**src/bss_map.vh**
```
// Address map, option values and timing counts of the boot source selector
`ifndef BSS_MAP_VH
`define BSS_MAP_VH
`define BSS_ADDR_ROP 16'h4800
`define BSS_ADDR_CHSEL 16'h4815
`define BSS_ADDR_CHSEL_INV 16'h4816
`define BSS_ADDR_BLEN 16'h487e
`define BSS_ADDR_BLEN_INV 16'h487f
`define BSS_ADDR_MARKER 16'h8000
`define BSS_ROP_RESET 8'h00
`define BSS_ROP_OPEN 8'h00
`define BSS_CHSEL_RESET 16'hffff
`define BSS_CHSEL_ROUTE0 16'h11ee
`define BSS_BLEN_RESET 8'h00
`define BSS_BLEN_ON 8'h55
`define BSS_BLEN_INV_ON 8'haa
`define BSS_MARK_A 8'h82
`define BSS_MARK_B 8'hac
`define BSS_ILLEGAL_OP 8'h71
`define BSS_CLK_MHZ 250
`define BSS_SLOT_MS 4
`define BSS_SLOT_CYC (`BSS_SLOT_MS * `BSS_CLK_MHZ * 1000)
`define BSS_WIN_MS 1000
`define BSS_WIN_CYC (`BSS_WIN_MS * `BSS_CLK_MHZ * 1000)
`define BSS_INIT_MS 10
`define BSS_SYNC_CHAR 8'h7f
`endif

```
**src/bss_boot_source_selector.v**
```verilog
// Boot start-up decision and UART receive channel polling
`timescale 1ns/10ps
// What this block does
// - Reads of unused boot ROM space return the illegal-opcode byte 0x71.
// - Boot permission comes from enable byte 0x487e and its inverse 0x487f.
// - One UART, several routings; listen on routing zero only when configured, or autodetect.
// - After reset autodetect is the default, polling the receive channels in turn from routing zero.
// - Autodetect examines each receive line alone for a 4 ms slot.
// - A receive line held low is skipped when autodetect moves on; routing zero is always polled first.
// - Channel-select word 0x11ee at 0x4815 restricts polling to routing zero.
// - Loader allowed only while read-out protection byte at 0x4800 is 0x00.
// - First program byte not 0x82 or 0xac means virgin: enter loader.
// - Marker present and enable pair 0x55/0xaa: enter loader.
// - Marker present, enable pair not set: jump to application.
// - Virgin memory: wait for a host with no time limit.
// - Programmed memory: listen one second, then jump to application.
`include "bss_map.vh"
module bss_boot_source_selector #(
	parameter SLOT_CYC = `BSS_SLOT_CYC,
	parameter WIN_CYC = `BSS_WIN_CYC
) (
	input wire sys_clk,
	input wire rst_b,
	input wire opt_wr,
	input wire [15:0] opt_addr,
	input wire [7:0] opt_wdata,
	output reg [7:0] opt_rdata_reg,
	input wire [7:0] prog_first_byte,
	input wire [15:0] rom_addr,
	input wire rom_used,
	input wire [7:0] rom_code,
	output reg [7:0] rom_rdata_reg,
	input wire [3:0] uart_rx,
	input wire [3:0] sync_seen,
	output reg [3:0] uart_route_reg,
	output reg listen_reg,
	output reg loader_active_reg,
	output reg app_jump_reg,
	output reg blocked_reg
);
	localparam S_ROP = 6'b000001;
	localparam S_MARK = 6'b000010;
	localparam S_POLL = 6'b000100;
	localparam S_LOAD = 6'b001000;
	localparam S_APP = 6'b010000;
	localparam S_BLOCK = 6'b100000;
	reg [5:0] state_reg;
	reg [7:0] rop_reg;
	reg [7:0] chsel_lo_reg;
	reg [7:0] chsel_hi_reg;
	reg [7:0] blen_reg;
	reg [7:0] blen_inv_reg;
	reg timed_reg;
	reg [1:0] chan_reg;
	reg [31:0] slot_cnt_reg;
	reg [31:0] win_cnt_reg;
	wire [15:0] chsel_word;
	wire route0_only;
	wire is_marked;
	wire boot_allowed;
	reg [1:0] next_chan;
	integer k;
	assign chsel_word = {chsel_hi_reg, chsel_lo_reg};
	assign route0_only = (chsel_word == `BSS_CHSEL_ROUTE0);
	assign is_marked = (prog_first_byte == `BSS_MARK_A) ||
		(prog_first_byte == `BSS_MARK_B);
	assign boot_allowed = (blen_reg == `BSS_BLEN_ON) &&
		(blen_inv_reg == `BSS_BLEN_INV_ON);
	function [3:0] onehot_route;
		input [1:0] idx;
		begin
			onehot_route = 4'h1 << idx;
		end
	endfunction
	// Next line in rotation skipping lines held low
	always @* begin
		next_chan = chan_reg;
		for (k = 3; k >= 1; k = k - 1) begin
			if (uart_rx[chan_reg + k[1:0]]) begin
				next_chan = chan_reg + k[1:0];
			end
		end
	end
	// Option bytes are non-volatile: reset leaves them, writes work in reset
	always @(posedge sys_clk) begin
		if (opt_wr) begin
			case (opt_addr)
			`BSS_ADDR_ROP: rop_reg <= opt_wdata;
			`BSS_ADDR_CHSEL: chsel_hi_reg <= opt_wdata;
			`BSS_ADDR_CHSEL_INV: chsel_lo_reg <= opt_wdata;
			`BSS_ADDR_BLEN: blen_reg <= opt_wdata;
			`BSS_ADDR_BLEN_INV: blen_inv_reg <= opt_wdata;
			default: ;
			endcase
		end
	end
	// Option byte read port
	always @(posedge sys_clk or negedge rst_b) begin
		if (!rst_b) begin
			opt_rdata_reg <= 8'h00;
		end else begin
			case (opt_addr)
			`BSS_ADDR_ROP: opt_rdata_reg <= rop_reg;
			`BSS_ADDR_CHSEL: opt_rdata_reg <= chsel_hi_reg;
			`BSS_ADDR_CHSEL_INV: opt_rdata_reg <= chsel_lo_reg;
			`BSS_ADDR_BLEN: opt_rdata_reg <= blen_reg;
			`BSS_ADDR_BLEN_INV: opt_rdata_reg <= blen_inv_reg;
			default: opt_rdata_reg <= 8'h00;
			endcase
		end
	end
	// Boot ROM read with illegal-opcode fill
	always @(posedge sys_clk or negedge rst_b) begin
		if (!rst_b) begin
			rom_rdata_reg <= `BSS_ILLEGAL_OP;
		end else if (rom_used) begin
			rom_rdata_reg <= rom_code;
		end else begin
			rom_rdata_reg <= `BSS_ILLEGAL_OP;
		end
	end
	// Start-up sequencer and polling
	always @(posedge sys_clk or negedge rst_b) begin
		if (!rst_b) begin
			state_reg <= S_ROP;
			timed_reg <= 1'b0;
			chan_reg <= 2'd0;
			slot_cnt_reg <= 32'd0;
			win_cnt_reg <= 32'd0;
			uart_route_reg <= 4'h0;
			listen_reg <= 1'b0;
			loader_active_reg <= 1'b0;
			app_jump_reg <= 1'b0;
			blocked_reg <= 1'b0;
		end else begin
			case (state_reg)
			S_ROP: begin
				if (rop_reg == `BSS_ROP_OPEN) begin
					state_reg <= S_MARK;
				end else begin
					state_reg <= S_BLOCK;
				end
			end
			S_MARK: begin
				chan_reg <= 2'd0;
				slot_cnt_reg <= 32'd0;
				win_cnt_reg <= 32'd0;
				if (!is_marked) begin
					timed_reg <= 1'b0;
					state_reg <= S_POLL;
				end else if (boot_allowed) begin
					timed_reg <= 1'b1;
					state_reg <= S_POLL;
				end else begin
					state_reg <= S_APP;
				end
			end
			S_POLL: begin
				listen_reg <= 1'b1;
				uart_route_reg <= onehot_route(chan_reg);
				if (|(sync_seen & uart_route_reg)) begin
					state_reg <= S_LOAD;
					listen_reg <= 1'b0;
				end else if (timed_reg && win_cnt_reg >= WIN_CYC - 1) begin
					state_reg <= S_APP;
					listen_reg <= 1'b0;
					uart_route_reg <= 4'h0;
				end else begin
					if (timed_reg) begin
						win_cnt_reg <= win_cnt_reg + 32'd1;
					end
					if (route0_only) begin
						chan_reg <= 2'd0;
					end else if (slot_cnt_reg >= SLOT_CYC - 1) begin
						slot_cnt_reg <= 32'd0;
						chan_reg <= next_chan;
					end else begin
						slot_cnt_reg <= slot_cnt_reg + 32'd1;
					end
				end
			end
			S_LOAD: begin
				loader_active_reg <= 1'b1;
			end
			S_APP: begin
				app_jump_reg <= 1'b1;
			end
			S_BLOCK: begin
				blocked_reg <= 1'b1;
				app_jump_reg <= 1'b1;
			end
			default: state_reg <= S_ROP;
			endcase
		end
	end
endmodule // bss_boot_source_selector

```
**config.mk**
```make
export PLATFORM = sky130hd
export DESIGN_NAME = bss_boot_source_selector
export DESIGN_NICKNAME = d
export VERILOG_FILES = /design/src/bss_boot_source_selector.v
export VERILOG_INCLUDE_DIRS = /design/src
export SDC_FILE = /design/constraint.sdc
export NUM_CORES = 1
export LEC_CHECK = 0
export ABC_AREA = 1
export BUFFER_PORTS_ARGS = -buffer_cell sky130_fd_sc_hd__buf_2
export CORE_MARGIN = 3
export CORE_UTILIZATION = 60
export DETAILED_ROUTE_END_ITERATION = 7
export HOLD_SLACK_MARGIN = 0.05
export PLACE_DENSITY = 0.82
export REMOVE_ABC_BUFFERS = 1
export SLEW_MARGIN = 20
export SYNTH_ARGS = -nofsm -noshare
export SYNTH_HDL_FRONTEND = slang
export SYNTH_SLANG_ARGS = --single-unit
```
**constraint.sdc**
```tcl
create_clock -name sys_clk -period 3.1 [get_ports sys_clk]
set_clock_uncertainty 0.1 [all_clocks]
set_input_delay 0 -clock sys_clk [delete_from_list [all_inputs] [get_ports sys_clk]]
set_output_delay 0 -clock sys_clk [all_outputs]
set_load 0.01 [all_outputs]
```
**Word level (Yosys, flattened, before mapping)**

Index checks and enable logic that the tools add are counted.

- Bitwise gates (word level): 2
- $lt $le $gt $ge: 5
- $add $sub $neg: 5
- Reductions and logical operators: 18
- Multipliers: 0
- Equality and inequality tests: 24
- Div/mod/pow operators: 0
- Muxes and demuxes: 37
- Shifts and indexed selects: 1

Operators by type and width:

| kind | count |
|---|---|
| $mux W32 | 7 |
| $pmux W32 S2 | 2 |
| $eq A16 B15 Y1 const B | 5 |
| $add A32 B1 Y32 const B | 2 |
| $pmux W8 S5 | 1 |
| $ge A32 B20 Y1 const B | 1 |
| $ge A32 B28 Y1 const B | 1 |
| $eq A8 B8 Y1 const B | 3 |
| $pmux W6 S4 | 1 |
| $mux W6 | 3 |
| $eq A16 B13 Y1 const B | 1 |
| $mux W2 | 7 |
| $reduce_and A2 Y1 | 7 |
| $mux W5 | 2 |
| $lt A2 B3 Y1 const B | 3 |
| $eq A8 B7 Y1 const B | 1 |
| $logic_not A8 Y1 | 1 |
| $mux W4 | 2 |
| $mux W8 | 1 |
| $ne A2 B2 Y1 const B | 4 |
| $reduce_and A4 Y1 | 2 |
| $mux W1 | 7 |
| $bmux W1 S2 | 3 |
| $eq A6 B1 Y1 const B | 1 |
| other kinds (21) | 24 |

- Output and inout bits: 24
- Latch bits: 0
- ROM bits: 0
- Input bits: 68
- Memory bits (writable): 0
- Register bits: 137
- Memories kept: 0

**Longest topological paths before layout**

Gate-level depths: netlist of run 1.

- Depth in word-level cells: 11
- Gate-level depth with buffers: 15

**Worst setup path before layout of run 1**

Ideal clock, no wire load.

- Path type: reg2reg
- From: reg win_cnt_reg[0]
- To: reg slot_cnt_reg[30]
- Clock period less this slack: 1.871 ns
- Data arrival time: 1.654 ns
- Stages on the path, launching flop included: 15
- Setup slack: 1.229 ns
- Data required time: 2.882 ns
- Path through: dfrtp_1 ha_1 nand2_1 nor2_1 nand2_1 nand2_1 nand2_1 nand2_1 nand2_1 nand2_2 nand2_2 nand2_4 o21ai_4 buf_6 nor2_1

- Longest elaborated chain between the ends: 4

RTL lines:

| item | line | source |
|---|---|---|
| start: declaration | bss_boot_source_selector.v:56 | `reg [31:0] win_cnt_reg;` |
| start signal: assignment | bss_boot_source_selector.v:170 | `win_cnt_reg <= win_cnt_reg + 32'd1;` |
| $ge A32 B28 Y1 | bss_boot_source_selector.v:164 | `end else if (timed_reg && win_cnt_reg >= WIN_CYC - 1) begin` |
| $logic_and A1 B1 Y1 | bss_boot_source_selector.v:164 |  |
| $ne A2 B2 Y1 (no source line) | -- |  |
| $reduce_and A4 Y1 (no source line) | -- |  |
| end signal: assignment | bss_boot_source_selector.v:178 | `slot_cnt_reg <= slot_cnt_reg + 32'd1;` |
| end: declaration | bss_boot_source_selector.v:55 | `reg [31:0] slot_cnt_reg;` |

No other way between the ends.
A chain may end at the register's enable or synchronous reset.

**Final worst setup path of run 1**

- From: in opt_addr[4]
- To: reg opt_rdata_reg[6]

- Longest elaborated chain between the ends: 2
- Elaborated cells on any way between the ends: 6
- Classes of those cells: 5 x eq/ne; 1 x mux

RTL lines:

| item | line | source |
|---|---|---|
| start: declaration | bss_boot_source_selector.v:25 | `input wire [15:0] opt_addr,` |
| $eq A16 B15 Y1 | bss_boot_source_selector.v:102 | `case (opt_addr)` |
| $pmux W8 S5 (*) | bss_boot_source_selector.v:102 |  |
| end signal: assignment | bss_boot_source_selector.v:103 | `` `BSS_ADDR_ROP: opt_rdata_reg <= rop_reg; `` |
| end signal: assignment | bss_boot_source_selector.v:104 | `` `BSS_ADDR_CHSEL: opt_rdata_reg <= chsel_hi_reg; `` |
| end signal: assignment | bss_boot_source_selector.v:105 | `` `BSS_ADDR_CHSEL_INV: opt_rdata_reg <= chsel_lo_reg; `` |
| end: declaration | bss_boot_source_selector.v:27 | `output reg [7:0] opt_rdata_reg,` |

Every way passes the cells marked *; elsewhere a longest branch is shown, timed or not.

==> results_dict.tcl, run 1 <==
set metrics [dict create \
    dpl.hpwl_mm 11.0 \
    cts_tree "done" \
    antenna_found_initial 0 \
    drt_iter0_markers 531 \
    maxCapViolCount 0 \
    rr_endpoint "chan_reg[1]$_DFFE_PN0P_" \
    start_util_pct 61.9 \
    clkPwrFrac_pct 50.8 \
    crit_type "input port to register" \
    seq_power_share_pct 43.8 \
    slew_violations 0 \
    p_sw_uw 897 \
    clk_latency_ns 0.43 \
    r2r-start "chan_reg[0]$_DFFE_PN0P_" \
    grt_pass1_wl_mm 27.8 \
    via_per_inst 5.51 \
    reg2reg_setup_slack_ns 0.64 \
    met1_length_mm 6.81 \
    fin_setup_tns_ns 0 \
    drt_drc_violations_left 0 \
    syn_area_per_cell_um2 8.71 \
    cp.arrival_ns 2.96 \
    fin_util_pct 75.5 \
    setup_viol 0 \
    tightest_slew_ns 0.885 \
    final_cell_mix "nand2_1 (186), inv_1 (122), dfrtp_1 (92)" \
    globalplace.congestion 0.927 \
    period_share_pct 87.2 \
    crit_cells 8 \
    path_cells "dlygate4sd3_1 -> buf_2 -> nor3_1 -> dlygate4sd3_1 -> nand4_1 -> dlygate4sd3_1 -> nand3_1 -> dlygate4sd3_1" \
    powerDensity_nw_per_um2 500 \
    rows 39 \
    ys_seq_area_share_pct 51.0 \
    routedWlPerCell_um 15.2 \
    fmax_mhz 370 \
    final_common_cell "nand2_1" \
    cts_root_buffer "clkbuf_16" \
    met2WireLength_mm 8.58 \
    grt-ovfl-total 0 \
    crit_fanout 2 \
    die_w_um 115 \
    max-slew-margin-rel_pct 40.8 \
    route.top_layer_used "met4" \
    cts_resized 0 \
    swShare_pct 20.6 \
    dr.pass1.iters 5 \
    synthFlopType "dfrtp_1" \
    wirelength_mm 16.8 \
    power.internal_uw 3450 \
    finalHoldViolCount 0 \
    yosysWarnings 0 \
    synth_seq_cells 137 \
    cp-end-kind "register" \
    netlist_instances 819 \
    hold_class "input port to async pin" \
    slowest_stage "dlygate4sd3_1" \
    fillers 810 \
    met3WireLength_um 745 \
    r2r_cells 7 \
    critPathBufInv 5 \
    port_buffers 75 \
    syn-cell-area_um2 7130 \
    clk_pin_slew_ns 0.06 \
    ys_types 46 \
    grt_max_degree 57 \
    crit_family "buffers and inverters" \
    htreeDepth 4 \
    dr_total_vias 6076 \
    areaGrowthSynthToFinish_pct 22.0 \
    core_um2 11500 \
    ir_worst_vdd_v 0.000560 \
    max_stage_delay_ns 0.64 \
    finalCriticalPeriod_ns 2.70 \
    grt_usage_pct 26.9 \
    start_kind "input port" \
    num_antenna_cells 0 \
    num_io_pins 92 \
    p_leak_uw 0.00391 \
    num-nets-final 1020 \
    synth-async-reset-ratio_pct 70.8 \
    clockBufferDepth 2 \
    first_global_vias 5948 \
    numCtsBuffers 17 \
    die_height_um 115 \
    cts.sinks 137 \
    p_comb_share_pct 5.4 \
    status "completed" \
    drive_above_1_share_pct 18.0 \
    cp.required_ns 3.36 \
    rsz0062_at_grt "false" \
    synth_edf_count 40 \
    path_common_cell "dlygate4sd3_1" \
    drtAntennaViolNets 0 \
    die-area_um2 13200 \
]
-- area by class of cell --
type	instances	area [µm²]	share of cell area, %
tap	143	179	2.06
multi-input combinational	542	2920	33.6
timing repair buffer	123	843	9.70
inverter	125	469	5.39
sequential	137	3630	41.8
clock buffer	19	454	5.22
clock inverter	13	199	2.29
-- power groups by stage --
| stage | combinational, µW | sequential (µW) | clock, µW |
|---|---|---|---|
| 6_report | 235 | 1910 | 2210 |
| 5_1_grt | 264 | 1910 | 2330 |
| 4_1_cts | 233 | 1910 | 2230 |
| 3_5_place_dp | 200 | 1940 | 0 |
| 3_3_place_gp | 194 | 1940 | 0 |
| 2_1_floorplan | 100 | 1940 | 0 |
-- per-stage QoR --
step / setup slack, ns / power, µW / instance area, µm² / cells / hold slack (ns)
global route: 0.359 / 4500 / 8700 / 1102 / 0.0883
floorplan: 0.926 / 2040 / 7020 / 804 / -0.396
detailed placement: 0.699 / 2140 / 7620 / 1028 / 0.00127
CTS: 0.604 / 4370 / 8700 / 1102 / 0.0560
global placement: 0.768 / 2130 / 7620 / 1028 / -0.000893
finish: 0.398 / 4350 / 8700 / 1102 / 0.0687
-- timing repair --
action                    CTS  global route
hold buffers               42             0
setup buffers               0             0
hold endpoints to repair  116             0
-- Yosys cell counts (all sizes together) (4+ instances only) --
cell type    n  area share (%)
o22ai       27             4.0
nor2        98             6.0
clkbuf       4            0.23
a21oi       10            0.81
dfstp        5             1.8
nor4         8            0.70
xor2        29             3.6
edfxtp      40              17
nand3       50             3.8
o211ai       5            0.53
o21ai       33             2.5
nor3        34             2.5
nand4       33             3.2
or2          4            0.35
ha           6             1.1
nand3b       5            0.53
dfrtp       92              32
nand2      190              10
inv        125             6.6
buf         11             1.3
-- cell families after synthesis --
logic type / count (synthesis) / share of synthesized area, %
flops: 137 / 51.0
buf+inv: 140 / 8.09
fa+ha+maj: 6 / 1.05
compound gates: 80 / 8.48
simple gates: 423 / 27.3
mux: 1 / 0.158
xor+xnor: 32 / 3.93
-- worst max path at each step --
stage | startpoint | slack, ns | endpoint
finish | opt_addr[4] | 0.40 | opt_rdata_reg[6]$_DFF_PN0_
global route | opt_addr[4] | 0.36 | opt_rdata_reg[6]$_DFF_PN0_
CTS | opt_addr[4] | 0.60 | opt_rdata_reg[6]$_DFF_PN0_
detailed placement | win_cnt_reg[0]$_DFFE_PN0P_ | 0.70 | slot_cnt_reg[30]$_DFFE_PN0P_
global placement | win_cnt_reg[0]$_DFFE_PN0P_ | 0.77 | slot_cnt_reg[30]$_DFFE_PN0P_
floorplan | opt_addr[4] | 0.93 | blen_reg[0]$_DFFE_PP_
-- layer usage --
metal	track usage, %	vias to the layer above
met4	12.7	0
met3	6.11	58
met5	0	-
li1	-	2950
met1	32.0	2848
met2	46.3	220
(Power assumes the default switching activity.)
==> run 2, diff against run 1 <==
--- a/config.mk
+++ b/config.mk
@@ -13,2 +13,3 @@
 export DETAILED_ROUTE_END_ITERATION = 7
+export GPL_ROUTABILITY_DRIVEN = 0
 export HOLD_SLACK_MARGIN = 0.05
@@ -16,2 +17,3 @@
 export REMOVE_ABC_BUFFERS = 1
+export SKIP_CTS_REPAIR_TIMING = 1
 export SLEW_MARGIN = 20
==> constraint.sdc (replaced) <==
create_clock -name sys_clk -period 3.1 [get_ports sys_clk]
set_clock_uncertainty 0.1 [all_clocks]
set_input_delay 0.31 -clock sys_clk [delete_from_list [all_inputs] [get_ports sys_clk]]
set_output_delay 0.31 -clock sys_clk [all_outputs]
set_load 0.01 [all_outputs]
==> run 2 against run 1 <==
Compared with the run above: utilization is 3.2 points lower; final area is 4.2% lower; register-to-register slack better by 0.08 ns; first-iteration DRC count is 19% lower; non-clock buffer count is 21 lower; die area stayed put; critical path type is now register to register; highest routed layer unchanged; flip-flop and latch count stayed put.
==> results_dict.tcl, run 2 (synthesis gave the netlist of run 1 again) <==
set metrics [dict create \
    p_leak_uw 0.00375 \
    maxCapViolCount 0 \
    place_ws_ns 0.728 \
    cts.sinks 137 \
    ir_worst_vdd_v 0.000393 \
    grt_max_degree 50 \
    routedWlPerCell_um 14.5 \
    hold_class "input port to register" \
    finalCriticalPeriod_ns 2.38 \
    finalHoldViolCount 0 \
    start_util_pct 61.9 \
    clockBufferDepth 2 \
    dp_cells 1032 \
    antenna_found_initial 0 \
    first_global_vias 5586 \
    setup_viol 0 \
    dr.pass1.iters 5 \
    stdcell_area_um2 8330 \
    fin_setup_tns_ns 0 \
    die_height_um 115 \
    via_per_inst 5.38 \
    final_cell_count_no_fill 1081 \
    cp-end-kind "register" \
    final_common_cell "nand2_1" \
    htreeDepth 4 \
    clk_latency_ns 0.42 \
    drtAntennaViolNets 0 \
    wirelength_mm 15.7 \
    slew_violations 0 \
    powerDensity_nw_per_um2 463 \
    rsz0062_at_grt "false" \
    rows 39 \
    status "completed" \
    grt_pass1_wl_mm 25.6 \
    dr_total_vias 5820 \
    drt_drc_violations_left 0 \
    period_share_pct 76.8 \
    grt-ovfl-total 0 \
    core_um2 11500 \
    cp.arrival_ns 2.58 \
    cts_tree "done" \
    crit_fanout 17 \
    grt_usage_pct 24.5 \
    final_cell_mix "nand2_1 (186), inv_1 (122), dfrtp_1 (92)" \
    num_io_pins 92 \
    die_w_um 115 \
    max-slew-margin-rel_pct 51.1 \
    dpl_cell_area_um2 7650 \
    num_antenna_cells 0 \
    fmax_mhz 420 \
    drive_above_1_share_pct 18.2 \
    setup_ws_ns 0.719 \
    num-nets-final 999 \
    start_kind "register" \
    port_buffers 75 \
    cts_root_buffer "clkbuf_16" \
    die-area_um2 13200 \
    numCtsBuffers 17 \
    areaGrowthSynthToFinish_pct 16.9 \
    dpl.hpwl_mm 11.2 \
    clk_pin_slew_ns 0.06 \
    crit_type "register to register" \
    tightest_slew_ns 0.731 \
    p_total_uw 3860 \
    cp.required_ns 3.30 \
    drt_iter0_markers 431 \
]
[run 2: cell count changes in the layout (fill, tap and decap cells not counted), sizes merged]
cell / before / now
buf: 81 / 85
dlygate4sd3: 42 / 17
clkbuf: 19 / 22
bufinv: 5 / 0
clkinv: 7 / 8
clkinvlp: 1 / 2
[run 2: path summary, 6_finish.rpt]
path	start	end	slack (ns)	cells past startpoint
max in group asynchronous	rst_b	slot_cnt_reg[27]$_DFFE_PN0P_	1.83	3
worst max-delay path	win_cnt_reg[0]$_DFFE_PN0P_	slot_cnt_reg[20]$_DFFE_PN0P_	0.72	14
worst min-delay path	opt_wdata[4]	blen_inv_reg[4]$_DFFE_PP_	0.05	1
worst min register to register	blocked_reg$_DFFE_PN0P_	blocked_reg$_DFFE_PN0P_	0.37	1
worst max register to register	win_cnt_reg[0]$_DFFE_PN0P_	slot_cnt_reg[20]$_DFFE_PN0P_	0.72	14
min in group asynchronous	rst_b	slot_cnt_reg[7]$_DFFE_PN0P_	0.34	2
[run 2: critical path: stages, from the launching register on]
cell and delay (ns):
dfrtp_1 0.39, ha_1 0.24, nand2_1 0.08, nor2_1 0.04, nand2_1 0.09, nand2_1 0.06
nand2_1 0.06, nand2_1 0.05, nand2_1 0.07, nand2_2 0.08, nand2_2 0.12, nand2_4 0.09
o21ai_4 0.42, buf_4 0.31, nor2_1 0.06
[run 2: report_power, final]
group / internal (µW) / total [µW] / switching, µW / leakage (µW)
Sequential: 1890 / 1910 / 16.4 / 0.00166
Combinational: 86.0 / 217 / 131 / 0.00185
Clock: 1030 / 1730 / 708 / 0.000244
Total: 3000 / 3860 / 855 / 0.00375
[run 2: area by class of cell]
cell class                      count  area (µm²)
Tap cell                          143         179
Multi-Input combinational cell    542        2920
Fill cell                         873        3180
Clock inverter                     10        53.8
Sequential cell                   137        3630
Inverter                          125         469
Clock buffer                       22         454
Timing Repair Buffer              102         623
[run 2: layer usage]
layer	global-route usage (%)	vias to the layer above	wire length, µm
met1	30.3	2710	6490
met3	4.32	42	638
met2	41.8	172	8080
met5	0	-	0
met4	11.5	0	483
li1	-	2896	-
[run 2: metrics by stage]
step | util, % | hold slack (ns)
2_1_floorplan | - | -0.0856
3_3_place_gp | 66.5 | 0.266
3_5_place_dp | 66.5 | 0.257
4_1_cts | 70.9 | -0.181
5_1_grt | 72.4 | 0.0562
6_report | 72.4 | 0.0528
==> run 3, diff against run 2 <==
Settings changed: CORE_UTILIZATION 60 to 58, PLACE_DENSITY 0.82 to 0.8.
Clock period 3.1 ns to 2.35 ns, I/O delays scaled along.
==> run 3 against run 2 <==
Compared with the run above: hold slack improved by 0.092 ns; first-iteration DRC count is 21% higher; largest cell class unchanged; clock power up 75%; sequential share of layout area shrank 1.7 points; final area is 4.0% higher; count of clock-buffer cells in the layout decreased by 4; sequential power up 31%; final cell count grew 1.4%; die area up 3.3%; global-route usage is 0.82 points higher; via count increased by 5.1%; utilization up 1.6 points.
==> results_dict.tcl, run 3 (synthesis gave the netlist of run 1 again) <==
set metrics [dict create \
    path_cells "ha_1 -> nand2_1 -> nor2_1 -> nand2_1 -> nand2_1 -> nand2_1 -> nand2_1 -> nand2_1 -> nand2_2 -> nand2_2 -> nand2_4 -> o21ai_4 -> buf_12 -> o21ai_0" \
    grt_max_degree 43 \
    wirelength_mm 17.1 \
    seq_area_um2 3640 \
    numCtsBuffers 17 \
    ir_worst_vdd_v 0.000568 \
    routedWlPerCell_um 15.6 \
    multi_input_area_um2 2930 \
    maxCapViolCount 0 \
    cts_root_buffer "clkbuf_16" \
    hold_class "input port to register" \
    via_per_inst 5.58 \
    rows 39 \
    tightest_slew_ns 0.636 \
    final_common_cell "nand2_1" \
    grt-ovfl-total 0 \
    drtAntennaViolNets 0 \
    place_ws_ns 0.204 \
    hold_ws_ns 0.145 \
    dp_cells 1039 \
    dr_total_vias 6115 \
    fmax_mhz 469 \
    num-nets-final 1014 \
    max_stage_delay_ns 0.39 \
    p_leak_uw 0.00390 \
    powerDensity_nw_per_um2 675 \
    cts_tree "done" \
    cts.sinks 137 \
    start_kind "register" \
    fillers 813 \
    slew_violations 0 \
    crit_type "register to register" \
    drive_above_1_share_pct 19.5 \
    core_um2 11700 \
    cp-end-kind "register" \
    final_cell_mix "nand2_1 (186), inv_1 (122), dfrtp_1 (91)" \
    dpl.hpwl_mm 11.3 \
    cp.required_ns 2.55 \
    start_util_pct 60.9 \
    setup_viol 0 \
    first_global_vias 5782 \
    areaGrowthSynthToFinish_pct 21.5 \
    die_height_um 117 \
    crit_fanout 28 \
    finalCriticalPeriod_ns 2.13 \
    finalHoldViolCount 0 \
    status "completed" \
    die_w_um 117 \
    port_buffers 75 \
    period_share_pct 90.7 \
    crit_family "simple AND/OR/NAND/NOR gates" \
    path_common_cell "nand2_1" \
    critPathBufInv 1 \
    clk_pin_slew_ns 0.06 \
    grt_usage_pct 25.3 \
    num_io_pins 92 \
    grt_pass1_wl_mm 27.0 \
    cp.arrival_ns 2.33 \
    final_cell_count_no_fill 1096 \
    clockBufferDepth 2 \
    clk_latency_ns 0.42 \
    slowest_stage "dfrtp_1" \
    die-area_um2 13700 \
    dr.pass1.iters 5 \
    max-slew-margin-rel_pct 57.2 \
    setup_ws_ns 0.218 \
    num_antenna_cells 0 \
    drt_drc_violations_left 0 \
    htreeDepth 4 \
    drt_iter0_markers 522 \
    antenna_found_initial 0 \
]
[run 3: per-layer routing]
layer / GRT usage, % / share of wire, % / vias to the layer above
li1: - / - / 2934
met4: 9.10 / 3.0 / 0
met1: 32.0 / 42 / 2869
met2: 43.0 / 49 / 255
met5: 0 / 0 / -
met3: 5.66 / 6.3 / 57
[run 3: cell type report]
class	instances	share of cell area (%)
Sequential cell	137	42.0
Multi-Input combinational cell	542	33.8
Timing Repair Buffer	117	9.01
Inverter	125	5.41
Clock buffer	18	4.95
Clock inverter	14	2.82
Tap cell	143	2.06
[run 3: tightest hold or removal path, delay by kind of cell]
| family | cells | cell delay (ns) |
|---|---|---|
| buffers and inverters | 1 | 0.10 |
| and+or+nand+nor | 3 | 0.27 |
[run 3: path summary, 6_finish.rpt]
| path | from | end | slack, ns | depth (start not counted) |
|---|---|---|---|---|
| worst max-delay path | win_cnt_reg[0]$_DFFE_PN0P_ | slot_cnt_reg[4]$_DFFE_PN0P_ | 0.22 | 14 |
| worst min-delay path | opt_addr[2] | opt_rdata_reg[6]$_DFF_PN0_ | 0.14 | 4 |
| worst max register to register | win_cnt_reg[0]$_DFFE_PN0P_ | slot_cnt_reg[4]$_DFFE_PN0P_ | 0.22 | 14 |
| worst min register to register | win_cnt_reg[30]$_DFFE_PN0P_ | win_cnt_reg[30]$_DFFE_PN0P_ | 0.38 | 2 |
| max in group asynchronous | rst_b | rom_rdata_reg[5]$_DFF_PN1_ | 1.28 | 3 |
| min in group asynchronous | rst_b | slot_cnt_reg[9]$_DFFE_PN0P_ | 0.22 | 2 |
[run 3: power breakdown]
part           leakage [µW]  switching (µW)  internal, µW
logic               0.00192             186           124
clock network      0.000322            1030          2000
registers           0.00166            23.7          2490
total               0.00390            1240          4610
[run 3: metrics by stage]
step | cell area (µm²) | setup TNS, ns | total power [µW] | utilization, %
after floorplan | 7020 | -0.511 | 2690 | -
after detailed placement | 7730 | 0 | 2830 | 66.0
after global placement | 7730 | 0 | 2820 | 66.0
after global routing | 8670 | -0.000691 | 6030 | 74.0
final | 8670 | 0 | 5850 | 74.0
after CTS | 8410 | 0 | 5850 | 71.8
